### config.mk
export PLATFORM = sky130hd
export DESIGN_NAME = dgf_gate_ctrl
export DESIGN_NICKNAME = d
export VERILOG_FILES = /design/src/hdl/dgf_pkg.sv /design/src/hdl/dgf_gate_ctrl.sv
export SDC_FILE = /design/constraint.sdc
export NUM_CORES = 1
export LEC_CHECK = 0
export CAP_MARGIN = 40
export CELL_PAD_IN_SITES_DETAIL_PLACEMENT = 0
export CELL_PAD_IN_SITES_GLOBAL_PLACEMENT = 1
export CORE_MARGIN = 2
export CORE_UTILIZATION = 45
export CTS_CLUSTER_SIZE = 20
export DETAILED_ROUTE_END_ITERATION = 10
export DONT_BUFFER_PORTS = 1
export GPL_ROUTABILITY_DRIVEN = 0
export PLACE_DENSITY_LB_ADDON = 0.1
export SYNTH_ARGS = -nofsm -noshare
export SYNTH_HDL_FRONTEND = slang
export SYNTH_HIERARCHICAL = 1
export SYNTH_SLANG_ARGS = --single-unit
### constraint.sdc
create_clock -name i_clk -period 2.84 [get_ports i_clk]
set_input_delay 0.426 -clock i_clk [delete_from_list [all_inputs] [get_ports i_clk]]
set_output_delay 0.426 -clock i_clk [all_outputs]
set_load 0.01 [all_outputs]
### src/hdl/dgf_pkg.sv
// constants, types and the three-stage input filter of the dual gate command block
//
// Operation
// RULE_01: high-side and low-side channels run fully independently of each other.
// RULE_02: controller inserts dead-time between channel commands; no interlock here.
// RULE_03: primary undervoltage forces both status outputs low and all gates off.
// RULE_04: secondary undervoltage pulls that channel's status low and turns its gates off.
// RULE_05: adapter undervoltage turns that adapter off now, the others after a delay.
// RULE_06: commands are active high; rising edge turns on, falling edge turns off.
// RULE_07: status output stays high while no fault is present.
// RULE_08: short circuit or any undervoltage drives status low for exactly the blocking time.
// RULE_09: primary undervoltage holds status low throughout, then one more blocking time.
// RULE_10: no gate commands pass while a channel's status is held low.
// RULE_11: supply indicator lights only while the primary fifteen volt rail is present.
// RULE_12: fault indicator reflects short circuit or undervoltage on either side.
// RULE_13: fault indicator latches; clears on command rising edge once all is clear.
// RULE_14: short circuit turns gates off at once; status goes low after a delay.
// RULE_15: after blocking, gates turn on again only at the next turn-on command.
// RULE_16: blocking, status and adapter delays are counters sized by named constants.

package dgf_pkg;
    // ------------------------------------------------------------
    // timing
    // ------------------------------------------------------------
    localparam int CLK_PERIOD_NS = 25;
    localparam int BLK_TIME_NS = 20000;
    localparam int SO_DELAY_NS = 1000;
    localparam int TOFF_DELAY_NS = 2000;
    localparam int BLK_CYC = (BLK_TIME_NS + CLK_PERIOD_NS - 1) / CLK_PERIOD_NS;
    localparam int SO_CYC = (SO_DELAY_NS + CLK_PERIOD_NS - 1) / CLK_PERIOD_NS;
    localparam int TOFF_CYC = (TOFF_DELAY_NS + CLK_PERIOD_NS - 1) / CLK_PERIOD_NS;
    localparam int CNT_W = 12;
    localparam logic [CNT_W-1:0] BLK_LOAD = CNT_W'(BLK_CYC - 1);
    localparam logic [CNT_W-1:0] SO_LOAD = CNT_W'(SO_CYC - 1);
    localparam logic [CNT_W-1:0] TOFF_LOAD = CNT_W'(TOFF_CYC - 1);
    localparam logic [CNT_W-1:0] CNT_ZERO = 12'h000;
    localparam logic [CNT_W-1:0] CNT_ONE = 12'h001;

    // ------------------------------------------------------------
    // input vector layout
    // ------------------------------------------------------------
    localparam int N_CH = 2;
    localparam int N_ADP = 4;
    localparam int SYNC_W = 16;
    localparam int IDX_CMD = 0;
    localparam int IDX_SC = 2;
    localparam int IDX_SUV = 4;
    localparam int IDX_AUV = 6;
    localparam int IDX_PUV = 14;
    localparam int IDX_RAIL = 15;
    localparam logic [N_ADP-1:0] ADP_ALL = 4'hF;
    localparam logic [N_ADP-1:0] ADP_NONE = 4'h0;

    // ------------------------------------------------------------
    // types
    // ------------------------------------------------------------
    typedef enum logic [2:0] {
        ST_IDLE = 3'h1,
        ST_DELAY = 3'h2,
        ST_BLOCK = 3'h4
    } dgf_fsm_e;

    typedef struct packed {
        logic [N_CH-1:0] cmd_prev;
        dgf_fsm_e [N_CH-1:0] st;
        logic [N_CH-1:0][CNT_W-1:0] cnt;
        logic [N_CH-1:0][CNT_W-1:0] toff_cnt;
        logic [N_CH-1:0] toff_run;
        logic [N_CH-1:0] gate_req;
        logic [N_CH-1:0][N_ADP-1:0] adp_en;
        logic [N_CH-1:0] status;
        logic [N_CH-1:0][N_ADP-1:0] gate;
        logic fault_led;
        logic supply_led;
    } dgf_state_s;

    typedef struct packed {
        logic [SYNC_W-1:0] ff1;
        logic [SYNC_W-1:0] ff2;
        logic [SYNC_W-1:0] ff3;
        logic [SYNC_W-1:0] filt;
    } dgf_sync_s;
endpackage

`timescale 1ns/1ps

// three shift flops and one filter flop per pin; a bit changes once the second and third agree
module dgf_sync3 (
    input wire logic i_clk,
    input wire logic i_rst_n,
    input wire logic [dgf_pkg::SYNC_W-1:0] i_pins,
    output logic [dgf_pkg::SYNC_W-1:0] o_filt
);
    dgf_pkg::dgf_sync_s s_reg;
    dgf_pkg::dgf_sync_s s_next;

    // shift chain and agreement filter
    always_comb begin
        s_next = s_reg;
        s_next.ff1 = i_pins;
        s_next.ff2 = s_reg.ff1;
        s_next.ff3 = s_reg.ff2;
        s_next.filt = (s_reg.ff2 & s_reg.ff3) | (s_reg.filt & (s_reg.ff2 | s_reg.ff3));
    end

    // state register
    always_ff @(posedge i_clk or negedge i_rst_n) begin
        if (!i_rst_n) begin
            s_reg <= '0;
        end else begin
            s_reg <= s_next;
        end
    end

    assign o_filt = s_reg.filt;
endmodule // dgf_sync3

### src/hdl/dgf_gate_ctrl.sv
// command forwarding, fault blocking and indicator logic of the dual gate driver
`timescale 1ns/1ps

module dgf_gate_ctrl (
    input wire logic i_clk,
    input wire logic i_rst_n,
    input wire logic i_high_side_command_in,
    input wire logic i_low_side_command_in,
    input wire logic i_hs_short_circuit,
    input wire logic i_ls_short_circuit,
    input wire logic i_hs_secondary_undervoltage,
    input wire logic i_ls_secondary_undervoltage,
    input wire logic [3:0] i_hs_adapter_undervoltage,
    input wire logic [3:0] i_ls_adapter_undervoltage,
    input wire logic i_primary_undervoltage_lockout,
    input wire logic i_primary_fifteen_volt_rail,
    output logic o_high_side_status_out,
    output logic o_low_side_status_out,
    output logic [3:0] o_hs_gate_on,
    output logic [3:0] o_ls_gate_on,
    output logic o_supply_led,
    output logic o_fault_led
);
    // ------------------------------------------------------------
    // input filtering
    // ------------------------------------------------------------
    logic [dgf_pkg::SYNC_W-1:0] pins;
    logic [dgf_pkg::SYNC_W-1:0] filt;
    logic [1:0] f_cmd;
    logic [1:0] f_sc;
    logic [1:0] f_suv;
    logic [1:0][3:0] f_auv;
    logic f_puv;
    logic f_rail;
    logic [1:0] rise;
    logic [1:0] fall;
    logic any_fault;
    dgf_pkg::dgf_state_s r_reg;
    dgf_pkg::dgf_state_s r_next;

    // pin bundle into the filter
    assign pins = {i_primary_fifteen_volt_rail, i_primary_undervoltage_lockout,
                   i_ls_adapter_undervoltage, i_hs_adapter_undervoltage,
                   i_ls_secondary_undervoltage, i_hs_secondary_undervoltage,
                   i_ls_short_circuit, i_hs_short_circuit,
                   i_low_side_command_in, i_high_side_command_in};

    dgf_sync3 u_sync (
        .i_clk(i_clk),
        .i_rst_n(i_rst_n),
        .i_pins(pins),
        .o_filt(filt)
    );

    // filtered fields
    assign f_cmd = filt[dgf_pkg::IDX_CMD +: 2];
    assign f_sc = filt[dgf_pkg::IDX_SC +: 2];
    assign f_suv = filt[dgf_pkg::IDX_SUV +: 2];
    assign f_auv = filt[dgf_pkg::IDX_AUV +: 8];
    assign f_puv = filt[dgf_pkg::IDX_PUV];
    assign f_rail = filt[dgf_pkg::IDX_RAIL];

    // command edges, one detector per channel
    assign rise = f_cmd & ~r_reg.cmd_prev; // [RULE_06]
    assign fall = ~f_cmd & r_reg.cmd_prev; // [RULE_06]
    assign any_fault = f_puv | (|f_sc) | (|f_suv) | (|f_auv);

    // ------------------------------------------------------------
    // next state
    // ------------------------------------------------------------
    // each channel reads only its own inputs, the shared primary undervoltage and its own state
    always_comb begin
        r_next = r_reg;
        r_next.cmd_prev = f_cmd;
        for (int c = 0; c < dgf_pkg::N_CH; c++) begin // [RULE_01]
            // adapter undervoltage: that adapter off now
            r_next.adp_en[c] = r_reg.adp_en[c] & ~f_auv[c]; // [RULE_05]
            // remaining adapters follow after the turn-off delay
            if (r_reg.toff_run[c]) begin
                if (r_reg.toff_cnt[c] == dgf_pkg::CNT_ZERO) begin
                    r_next.toff_run[c] = 1'b0;
                    r_next.gate_req[c] = 1'b0; // [RULE_05]
                end else begin
                    r_next.toff_cnt[c] = r_reg.toff_cnt[c] - dgf_pkg::CNT_ONE; // [RULE_16]
                end
            end else if (|f_auv[c]) begin
                r_next.toff_run[c] = 1'b1;
                r_next.toff_cnt[c] = dgf_pkg::TOFF_LOAD; // [RULE_16]
            end
            // fault sequencer
            case (r_reg.st[c])
                dgf_pkg::ST_IDLE: begin
                    if (f_puv || f_suv[c] || (|f_auv[c])) begin
                        r_next.st[c] = dgf_pkg::ST_BLOCK; // [RULE_04]
                        r_next.cnt[c] = dgf_pkg::BLK_LOAD; // [RULE_08]
                    end else if (f_sc[c]) begin
                        r_next.st[c] = dgf_pkg::ST_DELAY; // [RULE_14]
                        r_next.cnt[c] = dgf_pkg::SO_LOAD;
                    end else if (rise[c]) begin
                        r_next.gate_req[c] = 1'b1; // [RULE_06] [RULE_15]
                        r_next.adp_en[c] = dgf_pkg::ADP_ALL;
                    end
                end
                dgf_pkg::ST_DELAY: begin
                    if (f_puv || f_suv[c] || (|f_auv[c]) || r_reg.cnt[c] == dgf_pkg::CNT_ZERO) begin
                        r_next.st[c] = dgf_pkg::ST_BLOCK; // [RULE_14]
                        r_next.cnt[c] = dgf_pkg::BLK_LOAD;
                    end else begin
                        r_next.cnt[c] = r_reg.cnt[c] - dgf_pkg::CNT_ONE; // [RULE_16]
                    end
                end
                dgf_pkg::ST_BLOCK: begin
                    // rising edges are dropped in here
                    if (f_puv) begin
                        r_next.cnt[c] = dgf_pkg::BLK_LOAD; // [RULE_09]
                    end else if (r_reg.cnt[c] == dgf_pkg::CNT_ZERO) begin
                        r_next.st[c] = dgf_pkg::ST_IDLE; // [RULE_08] [RULE_10]
                    end else begin
                        r_next.cnt[c] = r_reg.cnt[c] - dgf_pkg::CNT_ONE; // [RULE_16]
                    end
                end
                default: begin
                    r_next.st[c] = dgf_pkg::ST_IDLE;
                    r_next.cnt[c] = dgf_pkg::CNT_ZERO;
                end
            endcase
            // immediate turn-off on hard faults and on command fall
            if (f_puv || f_suv[c] || f_sc[c] || fall[c]) begin
                r_next.gate_req[c] = 1'b0; // [RULE_03] [RULE_04] [RULE_14] [RULE_06]
            end
            r_next.status[c] = (r_next.st[c] != dgf_pkg::ST_BLOCK); // [RULE_07] [RULE_08]
            r_next.gate[c] = r_next.gate_req[c] ? r_next.adp_en[c] : dgf_pkg::ADP_NONE;
        end
        // indicators; a new fault wins over a clear
        r_next.supply_led = f_rail; // [RULE_11]
        if (any_fault) begin
            r_next.fault_led = 1'b1; // [RULE_12] [RULE_13]
        end else if ((|rise) && !f_puv && (&r_reg.status)) begin
            r_next.fault_led = 1'b0; // [RULE_13]
        end
    end

    // state register
    always_ff @(posedge i_clk or negedge i_rst_n) begin
        if (!i_rst_n) begin
            r_reg <= '0;
            r_reg.st[0] <= dgf_pkg::ST_IDLE;
            r_reg.st[1] <= dgf_pkg::ST_IDLE;
            r_reg.status <= 2'h3;
        end else begin
            r_reg <= r_next;
        end
    end

    // outputs, all from flops
    assign o_high_side_status_out = r_reg.status[0];
    assign o_low_side_status_out = r_reg.status[1];
    assign o_hs_gate_on = r_reg.gate[0];
    assign o_ls_gate_on = r_reg.gate[1];
    assign o_supply_led = r_reg.supply_led;
    assign o_fault_led = r_reg.fault_led;

    // ------------------------------------------------------------
    // checks
    // ------------------------------------------------------------
    localparam int BLK_A = dgf_pkg::BLK_CYC;
    localparam int SO_A = dgf_pkg::SO_CYC;
    localparam int TOFF_A1 = dgf_pkg::TOFF_CYC + 1;
    logic [1:0][11:0] low_cnt;

    // length of each low status stretch, restarted by primary undervoltage
    always_ff @(posedge i_clk or negedge i_rst_n) begin
        if (!i_rst_n) begin
            low_cnt <= '0;
        end else begin
            for (int c = 0; c < 2; c++) begin
                if (r_reg.status[c] || f_puv) begin
                    low_cnt[c] <= 12'h000;
                end else begin
                    low_cnt[c] <= low_cnt[c] + 12'h001;
                end
            end
        end
    end

    for (genvar g = 0; g < 2; g++) begin : g_chk

    end
endmodule // dgf_gate_ctrl

==> results.yml <==
drt:
  routed_wl_um: 11600
  viasPerCell: 5.42
  dr.pass1.iters: 5
  drt-wirelength-per-cell_um: 15.7
  drt_iter0_drc: 246
  vias: 4025
  ant_nets: 0
  drc: 0
floorplanning:
  pin_count: 30
  fp.dieW_um: 122
  fp.coreArea_mm2: 0.0137
  start_util_pct: 45.5
  die-area_mm2: 0.0148
  rows: 43
  die-height_um: 122
synth:
  synth_cell_types: 72
  synth-edff-count: 0
  ys.flop_type: "dfrtp_1"
  yosys_warnings: 6
  syn_inst: 558
  ys_seq_elements: 144
  syn_avg_cell_area_um2: 11.2
  syn_nets: 582
  async_reset_ff_share_pct: 100
  yosysSeqAreaShare_pct: 57.8
  synthesis.area_mm2: 0.00624
sta:
  worst_pin_slew_ps: 698
  clock-skew-final_ps: 8.22
  max_freq_mhz: 419
  fin_hold_ws_ps: -295
  rsz0062_at_grt: "false"
  period_share_pct: 84.0
  max_slew_margin_pct: 53.0
  hold_viol: 144
  setup_violations: 0
  period_minus_slack_ps: 2390
  slew_violations: 0
  fin_setup_tns_ps: 0
critical_path:
  cp.depth: 7
  r2r_end: "r_reg[62]$_DFFE_PN0P_"
  endpoint_kind: "register"
  max_stage_delay_ps: 500
  crit_path_start: "r_reg[60]$_DFFE_PN0P_"
  worst_r2r_startpoint: "r_reg[60]$_DFFE_PN0P_"
  critPathBufInv: 1
  cp-endpoint: "r_reg[62]$_DFFE_PN0P_"
  critPathSlowestCell: "a21oi_1"
  critPathKind: "reg2reg"
  critPathRequiredTime_ps: 3150
  worstPathCellList: "inv_1, ha_1, nor4b_2, nand3_1, a21oi_1, nor4_1, nor4_1"
  reg2reg_depth: 7
  crit_arrival_ps: 2690
  r2r_slack_ps: 450
  crit_fanout: 7
  crit_family: "simple AND/OR/NAND/NOR gates"
  cp-start-kind: "register"
  critPathMostFrequentCell: "nor4_1"
clock_network:
  cts_tree: "yes"
  cts_buffers: 17
  clk_latency_ps: 410
  cts_sinks: 144
  clock-root-buffer: "clkbuf_16"
  max-clock-path-buffers: 2
  ctsResizeCount: 0
  h-tree-depth: 4
  cts.reportedPaths.clkPinSlew_ps: 60
  postCtsSetupBuffers: 0
grt:
  grt_first_pass_wirelength_um: 20100
  grtUsageTotal_pct: 17.4
  first_global_vias: 4000
  gr-total-overflow: 0
  antenna_found_initial: 2
  grt_max_degree: 145
placement:
  dpl.cell_count: 710
  hpwlAfterDp_um: 7720
  portBuffers: 0
power:
  power_uw: 6600
  power_density_mw_per_mm2: 967
  ir_drop_mv: 0.671
  p_leak_uw: 0.00286
layout:
  instances_no_fill: 743
  syn_to_final_growth_pct: 9.42
  nNetsFinal: 573
  utilization_pct: 49.8
  largest_reg_flops: 68
  drive_gt1_share_pct: 14.1
  final_cell_mix: "dfrtp_1 (140), nor2_1 (48), o21ai_0 (39)"
  layout_commonest_cell: "dfrtp_1"
  nFillCells: 1252
run_status:
  status: "complete, but fails checks"
  violations: "hold timing"
job:
  max_cap_viol_count: 0
hold_path:
  hold_class: "in2async"
==> metrics by stage <==
stage	worst slack, ps	area (um2)
2_1_floorplan	739	6240
3_3_place_gp	539	6280
3_5_place_dp	468	6280
4_1_cts	481	6830
5_1_grt	211	6830
6_report	454	6830
==> layer usage <==
layer  GRT usage (%)  vias up  part of all wire, %
li1                -     1966                    -
met1            24.9     1960                   50
met2            24.8       86                   45
met3            5.85       11                  4.5
met4            5.89        2                  1.0
met5               0        -                0.095
==> cell families after synthesis <==
family                   share of synthesized area (%)
AND/OR/NAND/NOR                                   18.8
adder cells (fa/ha/maj)                           4.09
AO/OA/AOI/OAI                                     10.7
multiplexers                                     0.160
flip-flops                                        57.8
buffers and inverters                             5.43
XOR/XNOR                                          2.95
==> cells in the mapped netlist, types with 9 or more instances <==
cell type    n  share of area (%)
nor4_1      20                2.0
nand3_1     16                1.3
nand2b_1    12                1.2
dfrtp_1    140                 56
buf_4       25                3.0
maj3_2      16                2.9
nand2_1     28                1.7
nor2_1      48                2.9
xnor2_1     14                2.0
o21ai_0     39                3.1
inv_1       22                1.3
nor2b_1      9               0.90
nor3_1      24                1.9
a21oi_1     17                1.4
==> area by class of cell <==
cell class / count / area, um2 / area share, %
clock inverters: 14 / 120 / 1.76
flip-flops and latches: 144 / 3610 / 52.8
well taps: 180 / 225 / 3.30
diodes: 1 / 2.50 / 0.0367
multi-input cells: 355 / 2290 / 33.6
repair buffers: 9 / 67.6 / 0.990
inverters: 22 / 82.6 / 1.21
clock buffers: 18 / 429 / 6.29
==> power breakdown <==
part           switching, uW  internal, uW  leakage, uW
combinational            930           729     0.000837
sequential               429          2460      0.00176
clock                    914          1140     0.000263
total                   2270          4330      0.00286
==> how the worst min path moves through the flow <==
stage	from	end	slack [ps]
detailed placement	i_rst_n	r_reg[56]$_DFFE_PN0P_	140
CTS	i_rst_n	r_reg[59]$_DFFE_PN0P_	-310
global placement	i_rst_n	r_reg[56]$_DFFE_PN0P_	130
floorplan	i_rst_n	o_fault_led$_DFFE_PN0P_	130
global route	i_rst_n	r_reg[58]$_DFFE_PN0P_	-330
finish	i_rst_n	r_reg[57]$_DFFE_PN0P_	-300
(Power assumes the default switching activity.)
